File: src/design/uerc_map.svh
`ifndef UERC_MAP_SVH
`define UERC_MAP_SVH
// Register byte offsets on the APB slave
`define UERC_OFS_EP3_LEN_CTRL  12'h000
`define UERC_OFS_EP4_LEN_CTRL  12'h004
`define UERC_OFS_EP5_BUF_START 12'h008
`define UERC_OFS_EP6_BUF_START 12'h00C
`define UERC_OFS_EP_STATUS     12'h010
// Field positions inside a length-and-control word
`define UERC_LEN_MSB       6
`define UERC_LEN_LSB       0
`define UERC_RX_TOG_BIT    23
`define UERC_TX_TOG_BIT    22
`define UERC_AUTO_TOG_BIT  20
`define UERC_OUT_RES_MSB   19
`define UERC_OUT_RES_LSB   18
`define UERC_IN_RES_MSB    17
`define UERC_IN_RES_LSB    16
// Buffer start address field
`define UERC_BUF_MSB       14
`define UERC_BUF_LSB       0
`define UERC_BUF_ALIGN_MSB 1
// Reset values
`define UERC_RST_LEN       7'h00
`define UERC_RST_RES       2'h0
`define UERC_RST_BUF       15'h0000
`endif

File: src/design/uerc_pkg.sv
package uerc_pkg;
  // Handshake selection codes
  typedef enum logic [1:0] {
    UERC_HS_ACK   = 2'h0,
    UERC_HS_NYET  = 2'h1,
    UERC_HS_NAK   = 2'h2,
    UERC_HS_STALL = 2'h3
  } uerc_hs_t;

  // Configuration of one endpoint
  typedef struct packed {
    logic [6:0] sendLen;
    logic       rxTog;
    logic       txTog;
    logic       autoTog;
    uerc_hs_t   outRes;
    uerc_hs_t   inRes;
  } uerc_ep_cfg_t;

  // Transaction events from the packet engine for one endpoint
  typedef struct packed {
    logic outDone;
    logic outTogOk;
    logic inDone;
    logic iso;
  } uerc_ep_evt_t;

  // Reply to the packet engine for one endpoint
  typedef struct packed {
    logic [6:0] sendLen;
    logic       txPid1;
    logic       rxPid1;
    logic       togCheck;
    logic       outHsValid;
    uerc_hs_t   outHs;
    logic       inHsValid;
    uerc_hs_t   inHs;
  } uerc_ep_rsp_t;

  typedef enum {UERC_APB_IDLE, UERC_APB_ACCESS} uerc_apb_st_t;

  // Whole state of the top module
  typedef struct packed {
    uerc_apb_st_t   apbSt;
    logic [31:0]    prdata;
    logic           pready;
    logic           pslverr;
    uerc_ep_cfg_t   ep3;
    uerc_ep_cfg_t   ep4;
    logic [14:0]    ep5Buf;
    logic [14:0]    ep6Buf;
    logic [1:0]     misaligned;
    uerc_ep_rsp_t   rsp3;
    uerc_ep_rsp_t   rsp4;
    logic [14:0]    ep5BufOut;
    logic [14:0]    ep6BufOut;
  } uerc_state_t;
endpackage

File: src/design/uerc_endpoint_ctrl.sv
`timescale 1ns/1ps
`include "uerc_map.svh"

module uerc_endpoint_ctrl
  import uerc_pkg::*;
(
  input  wire logic         core_clk,      // System clock, 40 MHz
  input  wire logic         rst,           // Asynchronous reset, active high
  input  wire logic         psel,          // APB select
  input  wire logic         penable,       // APB enable
  input  wire logic         pwrite,        // APB write
  input  wire logic [11:0]  paddr,         // APB byte address
  input  wire logic [31:0]  pwdata,        // APB write data
  input  wire logic [3:0]   pstrb,         // APB byte strobes
  output logic      [31:0]  prdata,        // APB read data
  output logic              pready,        // APB ready
  output logic              pslverr,       // APB error, unmapped address
  input  wire uerc_ep_evt_t ep3Evt,        // Endpoint 3 transaction events
  input  wire uerc_ep_evt_t ep4Evt,        // Endpoint 4 transaction events
  output uerc_ep_rsp_t      ep3Rsp,        // Endpoint 3 reply to packet engine
  output uerc_ep_rsp_t      ep4Rsp,        // Endpoint 4 reply to packet engine
  output logic      [14:0]  ep5BufferBase, // Endpoint 5 buffer start
  output logic      [14:0]  ep6BufferBase, // Endpoint 6 buffer start
  output logic      [1:0]   xcvrEnable     // Endpoints 6 and 5 transceiver enable
);

  uerc_state_t stQ;
  uerc_state_t stD;

  // Outputs straight from the state register; xcvrEnable is a constant
  assign prdata        = stQ.prdata;
  assign pready        = stQ.pready;
  assign pslverr       = stQ.pslverr;
  assign ep3Rsp        = stQ.rsp3;
  assign ep4Rsp        = stQ.rsp4;
  assign ep5BufferBase = stQ.ep5BufOut;
  assign ep6BufferBase = stQ.ep6BufOut;
  assign xcvrEnable    = 2'h3; // constant, never gated by software

  // Pack one endpoint's configuration into its bus word
  function automatic logic [31:0] packCfg(input uerc_ep_cfg_t c, input logic hasAuto);
    logic [31:0] w;
    w = 32'h0000_0000;
    w[`UERC_LEN_MSB:`UERC_LEN_LSB]         = c.sendLen;
    w[`UERC_RX_TOG_BIT]                    = c.rxTog;
    w[`UERC_TX_TOG_BIT]                    = c.txTog;
    w[`UERC_AUTO_TOG_BIT]                  = c.autoTog & hasAuto;
    w[`UERC_OUT_RES_MSB:`UERC_OUT_RES_LSB] = c.outRes;
    w[`UERC_IN_RES_MSB:`UERC_IN_RES_LSB]   = c.inRes;
    return w;
  endfunction

  // Byte-lane write into an endpoint's configuration
  function automatic uerc_ep_cfg_t writeCfg(input uerc_ep_cfg_t c, input logic [31:0] d,
                                            input logic [3:0] s, input logic hasAuto);
    uerc_ep_cfg_t n;
    n = c;
    if (s[0])
    begin
      n.sendLen = d[`UERC_LEN_MSB:`UERC_LEN_LSB]; // bits 15:7 dropped
    end
    if (s[2])
    begin
      n.outRes = uerc_hs_t'(d[`UERC_OUT_RES_MSB:`UERC_OUT_RES_LSB]);
      n.inRes  = uerc_hs_t'(d[`UERC_IN_RES_MSB:`UERC_IN_RES_LSB]);
      n.rxTog  = d[`UERC_RX_TOG_BIT];
      n.txTog  = d[`UERC_TX_TOG_BIT];
      n.autoTog = d[`UERC_AUTO_TOG_BIT] & hasAuto; // endpoint 4 holds zero
    end
    return n;
  endfunction

  // Toggle flip after good transfers; events win over a same-cycle write
  function automatic uerc_ep_cfg_t autoFlip(input uerc_ep_cfg_t c, input uerc_ep_evt_t e);
    uerc_ep_cfg_t n;
    n = c;
    // Only a receive whose toggle matched counts as successful
    if (c.autoTog && e.outDone && e.outTogOk && !e.iso)
    begin
      n.rxTog = ~c.rxTog;
    end
    if (c.autoTog && e.inDone && !e.iso)
    begin
      n.txTog = ~c.txTog;
    end
    return n;
  endfunction

  // Reply seen by the packet engine
  function automatic uerc_ep_rsp_t mkRsp(input uerc_ep_cfg_t c, input logic iso);
    uerc_ep_rsp_t r;
    r.sendLen    = c.sendLen;
    r.rxPid1     = c.rxTog;
    r.txPid1     = c.txTog;
    r.togCheck   = ~iso;
    r.outHsValid = ~iso;
    r.outHs      = c.outRes;
    r.inHsValid  = ~iso;
    r.inHs       = c.inRes;      // 01 stays NYET
    return r;
  endfunction

  // Next-state logic: APB slave plus endpoint control
  always_comb
  begin
    logic        wrEn;
    logic [31:0] rd;
    logic        hit;
    wrEn = 1'b0;
    rd   = 32'h0000_0000;
    hit  = 1'b1;
    stD  = stQ;
    stD.pready  = 1'b0;
    stD.pslverr = 1'b0;
    case (paddr)
      `UERC_OFS_EP3_LEN_CTRL:  rd = packCfg(stQ.ep3, 1'b1);
      `UERC_OFS_EP4_LEN_CTRL:  rd = packCfg(stQ.ep4, 1'b0);
      `UERC_OFS_EP5_BUF_START: rd = {17'h00000, stQ.ep5Buf};
      `UERC_OFS_EP6_BUF_START: rd = {17'h00000, stQ.ep6Buf};
      `UERC_OFS_EP_STATUS:     rd = {30'h00000000, stQ.misaligned};
      default:                 hit = 1'b0;
    endcase
    // One wait state: setup, then ready on the second access cycle
    case (stQ.apbSt)
      UERC_APB_IDLE:
      begin
        if (psel && !penable)
        begin
          stD.apbSt = UERC_APB_ACCESS;
        end
      end
      UERC_APB_ACCESS:
      begin
        if (psel && penable)
        begin
          stD.pready  = 1'b1;
          stD.pslverr = ~hit;
          stD.prdata  = pwrite ? 32'h0000_0000 : rd;
          wrEn        = pwrite & hit;
        end
        stD.apbSt = UERC_APB_IDLE;
      end
      default: stD.apbSt = UERC_APB_IDLE;
    endcase
    // Register writes on the ready edge
    if (wrEn)
    begin
      case (paddr)
        `UERC_OFS_EP3_LEN_CTRL: stD.ep3 = writeCfg(stQ.ep3, pwdata, pstrb, 1'b1);
        `UERC_OFS_EP4_LEN_CTRL: stD.ep4 = writeCfg(stQ.ep4, pwdata, pstrb, 1'b0);
        `UERC_OFS_EP5_BUF_START:
        begin
          if (pstrb[0])
          begin
            stD.ep5Buf[7:0] = pwdata[7:0];
          end
          if (pstrb[1])
          begin
            stD.ep5Buf[`UERC_BUF_MSB:8] = pwdata[`UERC_BUF_MSB:8];
          end
          // Low bits kept as written; flag a misaligned start for software
          stD.misaligned[0] = |pwdata[`UERC_BUF_ALIGN_MSB:0];
        end
        `UERC_OFS_EP6_BUF_START:
        begin
          if (pstrb[0])
          begin
            stD.ep6Buf[7:0] = pwdata[7:0];
          end
          if (pstrb[1])
          begin
            stD.ep6Buf[`UERC_BUF_MSB:8] = pwdata[`UERC_BUF_MSB:8];
          end
          stD.misaligned[1] = |pwdata[`UERC_BUF_ALIGN_MSB:0];
        end
        default: ;
      endcase
    end
    // Hardware flips applied last so they win over software
    stD.ep3 = autoFlip(stD.ep3, ep3Evt);
    // Endpoint 4 never flips by itself; autoTog is held at zero
    stD.ep4.autoTog = 1'b0;
    stD.rsp3 = mkRsp(stD.ep3, ep3Evt.iso);
    stD.rsp4 = mkRsp(stD.ep4, ep4Evt.iso);
    stD.ep5BufOut = stD.ep5Buf;
    stD.ep6BufOut = stD.ep6Buf;
  end

  // State register
  always_ff @(posedge core_clk or posedge rst)
  begin
    if (rst)
    begin
      stQ <= '0;
    end
    else
    begin
      stQ <= stD;
    end
  end

endmodule

File: config.mk
export PLATFORM = sky130hd
export DESIGN_NAME = uerc_endpoint_ctrl
export DESIGN_NICKNAME = d
export VERILOG_FILES = /design/src/design/uerc_pkg.sv /design/src/design/uerc_endpoint_ctrl.sv
export VERILOG_INCLUDE_DIRS = /design/src /design/src/design
export SDC_FILE = /design/constraint.sdc
export NUM_CORES = 1
export LEC_CHECK = 0
export ABC_AREA = 1
export ABC_CLOCK_PERIOD_IN_PS = 5800
export BUFFER_PORTS_ARGS = -buffer_cell sky130_fd_sc_hd__buf_2
export CAP_MARGIN = 10
export CORE_UTILIZATION = 56
export DETAILED_ROUTE_END_ITERATION = 10
export GPL_TIMING_DRIVEN = 1
export HOLD_SLACK_MARGIN = 0.12
export PLACE_DENSITY = 0.91
export SYNTH_ARGS = -nofsm -noshare
export SYNTH_HDL_FRONTEND = slang
export SYNTH_SLANG_ARGS = --single-unit
File: constraint.sdc
create_clock -name core_clk -period 5.8 [get_ports core_clk]
set_clock_uncertainty 0.05 [all_clocks]
set_input_delay 1.16 -clock core_clk [delete_from_list [all_inputs] [get_ports core_clk]]
set_output_delay 1.16 -clock core_clk [all_outputs]
set_load 0.02 [all_outputs]
After elaboration in Yosys (flattened, before gate mapping). Index checks and enable logic that the tools add are counted.

Bits in registers: 127. Input bits: 61. Output and inout bits: 98. Word-level logic and storage cells: 83.

Equality and inequality tests: 6. Muxes and demuxes: 24. Bitwise gates (word level): 6. Reduce and logical (&&, ||, !) cells: 24.

Operators by type and width (count): 24-bit one-hot mux with 5 select lines (1); 32-bit 2-to-1 mux (2); 53-bit 2-to-1 mux (1); 7-bit 2-to-1 mux (6); 32-bit by 1-bit equality test with 1-bit output, second input constant (1); 32-bit zero test (1); 12-bit by 4-bit equality test with 1-bit output, second input constant (2); 24-bit 2-to-1 mux (1); 3-bit AND reduction (8); 16-bit 2-to-1 mux (1); 8-bit 2-to-1 mux (2); 15-bit 2-to-1 mux (1); 14-bit 2-to-1 mux (1); 12-bit by 3-bit equality test with 1-bit output, second input constant (1); 12-bit by 5-bit equality test with 1-bit output, second input constant (1); 12-bit zero test (1); 1-bit logical AND (7); 1-bit 2-to-1 mux (6); 2-bit AND reduction (3); 1-bit inverter (5); 5-bit OR reduction (1); 2-bit 2-to-1 mux (2); 1-bit zero test (2); 2-bit != test, second input constant (1); other kinds (2) (2).

Depth between registers and ports, before layout. Gate-level depths: netlist of the first run.

Depth in word-level cells: 11. Gate-level depth with buffers: 11. Gate-level depth less buffers: 11.

Worst setup path before layout of the first run. OpenSTA, ideal clock, no wires.

Path kind: input to register. From: input paddr[11]. To: register stQ, in the netlist ep3Rsp[10]. Setup time: 0.122 ns. Data arrival time: 2.291 ns. Data required time: 5.628 ns. Slack: 3.336 ns. Cell stages on the path: 11. Path buffers: 1. Path through: nor2_2 -> nand2_2 -> nor2_8 -> nand2_2 -> nand2_8 -> nand2_8 -> nor2_8 -> nand3_4 -> buf_6 -> nand2_1 -> o21ai_2.

Cells in the longest elaborated chain, start to end: 7. Elaborated cells between the ends (all ways): 11. Classes of those cells: eq/ne (4); mux (3); bitwise (1); reduce/logical (3).

Ends and longest elaborated chain: start, declared (RTL line uerc_endpoint_ctrl.sv:12) `input wire logic [11:0] paddr,`; 12-bit by 4-bit equality test with 1-bit output, or another cell as far along (RTL line uerc_endpoint_ctrl.sv:115) `case (paddr)`; 5-bit OR reduction (no line); 1-bit 2-to-1 mux (RTL line uerc_endpoint_ctrl.sv:115); 1-bit bitwise AND (RTL line uerc_endpoint_ctrl.sv:139) `wrEn = pwrite & hit;`; 1-bit 2-to-1 mux (RTL line uerc_endpoint_ctrl.sv:134) `if (psel && penable)`; 1-bit 2-to-1 mux (RTL line uerc_endpoint_ctrl.sv:124) `case (stQ.apbSt)`; 3-bit AND reduction (no line) (*); end signal, assigned (RTL line uerc_endpoint_ctrl.sv:198) `stQ <= stD;`; end, declared (RTL line uerc_endpoint_ctrl.sv:27) `uerc_state_t stQ;`.

Mark *: on every way between the ends. The rest lies on a longest branch, timed or not. A chain may end at the register's enable or synchronous reset.

Final worst setup path of the first run.
From: input paddr[11]. To: register stQ, in the netlist ep4Rsp[1].

Cells in the longest elaborated chain, start to end: 7. Elaborated cells between the ends (all ways): 11. Classes of those cells: eq/ne (4); mux (3); bitwise (1); reduce/logical (3).

Ends and longest elaborated chain (RTL line): 12-bit by 4-bit equality test with 1-bit output, or another cell as far along (uerc_endpoint_ctrl.sv:115); 5-bit OR reduction (no line); 1-bit 2-to-1 mux (uerc_endpoint_ctrl.sv:115); 1-bit bitwise AND (uerc_endpoint_ctrl.sv:139); 1-bit 2-to-1 mux (uerc_endpoint_ctrl.sv:134); 1-bit 2-to-1 mux (uerc_endpoint_ctrl.sv:124); 3-bit AND reduction (no line) (*).

Marked as above.

==> reports/metrics.csv, run 1 <==
stage;metric;value;unit
clock_tree;hold buffer count at cts;0;
timing;Final period util;51.53;%
timing;TNS Setup;0;ns
final_layout;final design utilization;59.82;%
final_layout;filler instances;750;
clock_tree;CTS clock-pin slew for the worst setup and hold paths;0.09;ns
job;max_cap viols;0;
critical_path;r2r startpoint;stQ[156];
timing;Slew headroom;25.35;%
grt;largest net degree at the start of global routing;55;
clock_tree;clk buf depth;2;
grt;vias in the first global route;3493;
grt;initial antenna violation count;0;
timing;final slew viol count;0;
status;outcome;finished, final reports clean;
timing;Final Hold Vio Count;0;
clock_tree;post-cts resize count;0;
critical_path;critical path arrival;3.21;ns
yosys;Synth area leader;dfrtp_1;
route;Residual DRC;0;
timing;final setup violation count;0;
timing;fmax;334.6;MHz
yosys;sequential fraction of the synthesis area;43.08;%
clock_tree;Worst-Skew Late Latency;0.35;ns
critical_path;Worst R2R End;ep4Rsp[1];
route;Routed WL;10760;µm
pwr;Pwr Density;216.1;mW/mm²
grt;Total Routing Usage GR;24.10;%
clock_tree;Setup Buffers After CTS;0;
floorplan;Die Area;0.009304;mm²
yosys;Post-Synthesis Cells;541;
critical_path;CP Launch Type;input pin;
floorplan;Starting Density;57.57;%
clock_tree;CTS tree;done;
route;via/cell ratio;5.233;
final_layout;most frequent cells in the layout;132 x buf_2, 86 x nand2_1, 86 x dfrtp_1, 51 x nand3_1, 45 x inv_1;
floorplan;row count;34;
final_layout;proportion of layout cells with a drive suffix above 1;40.37;%
yosys;Netlist cell types;33;
route;TritonRoute pass-1 iters;5;
worst_hold_path;Hold Crit Class;reg -> reg;
route;first-iteration detailed-routing DRC count;195;
floorplan;boundary pin count;159;
timing;Worst-Margin Slew;1.114;ns
placement;routability-driven placement congestion ratio;0.8392;
pwr;Leak;2.952;nW
clock_tree;CTS Buf Count;9;
worst_hold_path;hold path start;stQ[156];
route;vias post-DR;3637;
clock_tree;clk sinks;86;
floorplan;Core Region;0.008678;mm²
worst_hold_path;WHS Path Cells;1;
final_layout;commonest non-fill, non-tap cell in the layout;buf_2;
yosys;mean post-synth cell area;9.235;µm²
critical_path;Crit. End Element;register;
route;Final ANT Viol Nets;0;
floorplan;Die W;96.46;µm
critical_path;CP required;6.02;ns
clock_tree;Clock Tree Root;clkbuf_8;
critical_path;WS Path Type;in -> reg;
pwr;maximum VDD drop;138.7;µV
worst_hold_path;Hold EP;stQ[156];
critical_path;depth of the worst register-to-register path;7;
placement;number of port buffers;132;
final_layout;Non-Filler Instances;695;
grt;first-pass GRT wire length;16860;µm
yosys;Synthesis Warnings;0;
final_layout;Nets;643;
yosys;Seq cells post-synth;86;
yosys;mapped cell area;0.004996;mm²
yosys;Synth top area share;43.08;%
timing;WHS;0.3867;ns
final_layout;Area Growth Syn to Fin;3.907;%
final_layout;n_diodes;0;
route;WL/cell;15.48;µm
critical_path;CP Max Fanout;50;
timing;minimum clock period;2.989;ns
clock_tree;htree depth;3;
placement;HPWL after detailed placement;7681;µm
placement;dpl cells;679;
yosys;Area contributors post-synth;dfrtp_1 43%, buf_4 14%, o21ai_2 7.7%;
critical_path;FF-to-FF setup slack;3.96;ns
floorplan;die span in y;96.46;µm
timing;unrepaired setup endpoints after global routing;no;
grt;total gr overflow;0;
-- per-stage QoR --
step	area, µm²	worst slack [ns]	power (mW)
after global placement	4981	2.554	0.6857
after floorplan	5034	2.368	0.6669
after CTS	5191	2.823	1.129
final	5191	2.811	1.122
after detailed placement	4981	2.467	0.6887
after global routing	5191	2.628	1.162
-- cells by family (layout without fill, tap and decap cells) --
logic type,Yosys count,in the layout,share of synthesized area (%)
AO/OA/AOI/OAI,89,89,13.27
flip-flops,86,86,43.08
other,2,12,0.1503
AND/OR/NAND/NOR,200,200,22.39
buffers and inverters,164,200,21.11
-- per-layer routing --
metal	wire [µm]	part of all wire (%)	up-vias	track usage, %
li1	-	-	1739	-
met1	4430	41	1743	30.81
met2	5419	50	139	39.85
met3	710	6.6	16	4.930
met4	200	1.9	0	9.926
met5	0	0	-	0
-- synthesized netlist by cell type --
cell type,n
nand3_4,1
nor3_1,1
o21ai_0,6
nand3_2,2
nand2_1,86
nor2_8,4
o21ai_1,6
inv_1,46
nor2_4,5
a21o_1,8
nor3_2,3
o22ai_1,6
inv_4,1
and3_1,1
nor3b_1,2
clkbuf_1,2
o21ai_2,44
a22o_1,6
nand2_4,6
o31ai_1,1
nor2_2,4
nor2_1,9
nand4_1,11
nand3_1,51
buf_2,7
buf_6,9
nand2_2,12
nand2_8,2
inv_2,3
conb_1,2
buf_4,96
a21oi_1,12
dfrtp_1,86
-- report_power, final --
group	internal [mW]	switching (mW)	total, mW
logic	0.0191	0.0548	0.0739
registers	0.601	0.000900	0.602
clock network	0.225	0.221	0.446
total	0.845	0.277	1.12
-- worst max path at each step --
stage | endpoint | start | cells past startpoint
finish | ep4Rsp[1] | paddr[11] | 10
CTS | ep4Rsp[1] | paddr[11] | 10
global route | ep4Rsp[1] | paddr[9] | 10
detailed placement | ep4Rsp[1] | paddr[11] | 10
global placement | ep4Rsp[8] | paddr[11] | 10
floorplan | ep3Rsp[0] | rst | 1
-- registers in the layout, indices dropped and copies added (netlist names) --
name / flops
prdata: 22
ep6BufferBase: 15
pready: 1
ep5BufferBase: 15
ep4Rsp: 14
pslverr: 1
ep3Rsp: 14
stQ: 4
-- worst max-delay path, stage by stage --
cell     delay, ns
buf_2         0.10
nor2_2        0.10
nand2_2       0.13
nor2_8        0.58
nand2_2       0.19
nand2_8       0.16
nand2_8       0.11
nor2_2        0.44
nand2_1       0.12
o21ai_1       0.10
-- layout make-up --
class                   instances  area [µm²]  share of cell area (%)
inverters                      50       191.4                   3.688
flip-flops and latches         86        2152                   41.46
multi-input cells             301        1827                   35.19
repair buffers                134       675.6                   13.02
clock inverters                 4       55.05                   1.060
clock buffers                  12       155.1                   2.989
well taps                     108       135.1                   2.603
Power figures use the tool's default switching activity.
==> run 2, diff against run 1 <==
--- a/config.mk
+++ b/config.mk
@@ -7,14 +7,14 @@
 export NUM_CORES = 1
 export LEC_CHECK = 0
 export ABC_AREA = 1
-export ABC_CLOCK_PERIOD_IN_PS = 5800
+export ABC_CLOCK_PERIOD_IN_PS = 3100
 export BUFFER_PORTS_ARGS = -buffer_cell sky130_fd_sc_hd__buf_2
 export CAP_MARGIN = 10
-export CORE_UTILIZATION = 56
+export CORE_UTILIZATION = 52
 export DETAILED_ROUTE_END_ITERATION = 10
 export GPL_TIMING_DRIVEN = 1
 export HOLD_SLACK_MARGIN = 0.12
-export PLACE_DENSITY = 0.91
+export PLACE_DENSITY = 0.85
 export SYNTH_ARGS = -nofsm -noshare
 export SYNTH_HDL_FRONTEND = slang
 export SYNTH_SLANG_ARGS = --single-unit
==> constraint.sdc (replaced) <==
create_clock -name core_clk -period 3.1 [get_ports core_clk]
set_clock_uncertainty 0.05 [all_clocks]
set_input_delay 0.62 -clock core_clk [delete_from_list [all_inputs] [get_ports core_clk]]
set_output_delay 0.62 -clock core_clk [all_outputs]
set_load 0.02 [all_outputs]
==> run 2 against run 1 <==
Against the previous run:
- power grew 80%
- register-to-register slack got worse by 2.6 ns
- first-iteration DRC count rose by 2.1%
- final cell count grew 3.5%
- combinational power rose by 92%
- sequential power grew 88%
- highest routed layer unchanged
- sequential share of layout area fell by 0.32 points
- non-clock buffer count grew 3
- setup slack got worse by 1.9 ns
- critical path depth stayed put
==> reports/metrics.csv, run 2 (synthesized netlist as in run 1, its figures left out) <==
stage;metric;value;unit;change
timing;final setup violation count;0;;unchanged
grt;Total Routing Usage GR;22.05;%;-2.0 points
clock_tree;Setup Buffers After CTS;0;;unchanged
placement;HPWL after detailed placement;7847;µm;+2.2%
floorplan;row count;35;;+2.9%
clock_tree;hold buffer count at cts;0;;unchanged
pwr;maximum VDD drop;243.6;µV;+76%
placement;routability-driven placement congestion ratio;0.8564;;+2.0%
clock_tree;CTS clock-pin slew for the worst setup and hold paths;0.09;ns;about the same
final_layout;proportion of layout cells with a drive suffix above 1;40.85;%;+0.47 points
timing;unrepaired setup endpoints after global routing;no;;
final_layout;most frequent cells in the layout;132 x buf_2, 86 x nand2_1, 86 x dfrtp_1, 51 x nand3_1, 45 x inv_1;;
critical_path;Critical path origin;paddr[11];;
floorplan;die span in y;100.0;µm;+3.7%
job;max_cap viols;0;;unchanged
route;via/cell ratio;5.097;;-2.6%
pwr;Leak;2.963;nW;+0.40%
timing;Slew headroom;56.34;%;+31 points
final_layout;Nets;646;;+0.47%
placement;dpl cells;703;;+3.5%
floorplan;Core Region;0.009284;mm²;+7.0%
route;Routed WL;10750;µm;-0.13%
clock_tree;post-cts resize count;0;;unchanged
status;outcome;finished, final reports clean;;
timing;minimum clock period;2.166;ns;
final_layout;n_diodes;0;;unchanged
grt;first-pass GRT wire length;17050;µm;+1.1%
grt;initial antenna violation count;0;;unchanged
timing;final setup margin;0.9340;ns;-1.877 ns
placement;number of port buffers;132;;unchanged
worst_hold_path;Hold Crit Class;in -> async;;
floorplan;Die Area;0.01000;mm²;+7.5%
final_layout;Non-Filler Instances;719;;+3.5%
floorplan;Starting Density;53.81;%;-3.8 points
grt;total gr overflow;0;;unchanged
timing;Worst-Margin Slew;0.6541;ns;-0.4595 ns
final_layout;final design utilization;56.35;%;-3.5 points
clock_tree;Worst-Skew Late Latency;0.36;ns;about the same
floorplan;Die W;100.0;µm;+3.7%
clock_tree;CTS Buf Count;9;;unchanged
timing;Final period util;69.87;%;
timing;TNS Setup;0;ns;unchanged
critical_path;r2r startpoint;stQ[156];;
final_layout;Largest register FFs;22;;unchanged
critical_path;CP Max Fanout;23;;-54%
clock_tree;clk sinks;86;;unchanged
grt;largest net degree at the start of global routing;51;;-7.3%
route;TritonRoute pass-1 iters;5;;unchanged
route;Residual DRC;0;;unchanged
clock_tree;Clock Tree Root;clkbuf_8;;
grt;vias in the first global route;3514;;+0.60%
pwr;Pwr Density;386.2;mW/mm²;+79%
route;vias post-DR;3665;;+0.77%
route;Final ANT Viol Nets;0;;unchanged
placement;setup slack at placement;0.5813;ns;-1.886 ns
critical_path;CP Launch Type;input pin;;
clock_tree;clk buf depth;2;;unchanged
timing;fmax;461.7;MHz;
floorplan;boundary pin count;159;;unchanged
critical_path;critical path arrival;2.38;ns;-0.83 ns
critical_path;CP required;3.32;ns;-2.70 ns
timing;final slew viol count;0;;unchanged
clock_tree;htree depth;3;;unchanged
route;first-iteration detailed-routing DRC count;199;;+2.1%
route;WL/cell;14.95;µm;-3.5%
critical_path;WS Path Type;in -> reg;;
critical_path;Crit. End Element;register;;
final_layout;commonest non-fill, non-tap cell in the layout;buf_2;;
timing;Final Hold Vio Count;0;;unchanged
final_layout;Area Growth Syn to Fin;4.708;%;
clock_tree;CTS tree;done;;
## run 2: cell count changes in the layout (fill, tap and decap cells not counted)
cell / change
bufinv_16: -1
inv_6: +3
buf_4: +2
buf_12: +1
clkbuf_8: -1
clkbuf_1: -1
## run 2: where the power goes
part	internal [mW]	switching (mW)	leakage (nW)	total [mW]
sequential	1.12	0.00174	1.14	1.13
combinational	0.0384	0.103	1.73	0.142
clock	0.325	0.428	0.0939	0.753
## run 2: routing by layer
metal,routed length (µm),global-route usage [%],vias to the layer above
li1,-,-,1745
met1,4401,27.30,1755
met2,5461,37.72,148
met3,705,5.641,17
met4,178,7.358,0
met5,0,0,-
## run 2: final timing paths
path                            slack, ns  cells after the start        end
worst min-delay path                 0.27                      2  ep4Rsp[2]
worst min register to register       0.40                      1   stQ[156]
max in group asynchronous            2.03                      3  ep4Rsp[0]
min in group core_clk                0.35                      2  ep4Rsp[2]
worst max-delay path                 0.93                     10  ep4Rsp[4]
worst max register to register       1.35                      6  ep4Rsp[4]
## run 2: final cells by class
class,instances,area [µm²]
Timing Repair Buffer,137,710.7
Clock buffer,10,137.6
Sequential cell,86,2152
Clock inverter,6,51.30
Multi-Input combinational cell,301,1827
Tap cell,129,161.4
Fill cell,851,4053
Inverter,50,191.4
## run 2: worst max-delay path: stages
cell	delay (ns)
buf_2	0.10
nor2_2	0.11
nand2_2	0.13
nor2_8	0.34
nand2_2	0.15
nand2_8	0.13
nand2_8	0.11
nor2_2	0.45
nand2_1	0.11
o21ai_1	0.11
## run 2: stage by stage
step / hold slack, ns / area [µm²] / total power, mW
4_1_cts: 0.2885 / 5231 / 2.036
3_3_place_gp: 0.3653 / 5042 / 1.287
6_report: 0.2689 / 5231 / 2.021
5_1_grt: 0.3151 / 5231 / 2.098
2_1_floorplan: 0.3555 / 5034 / 1.248
3_5_place_dp: 0.3925 / 5042 / 1.292
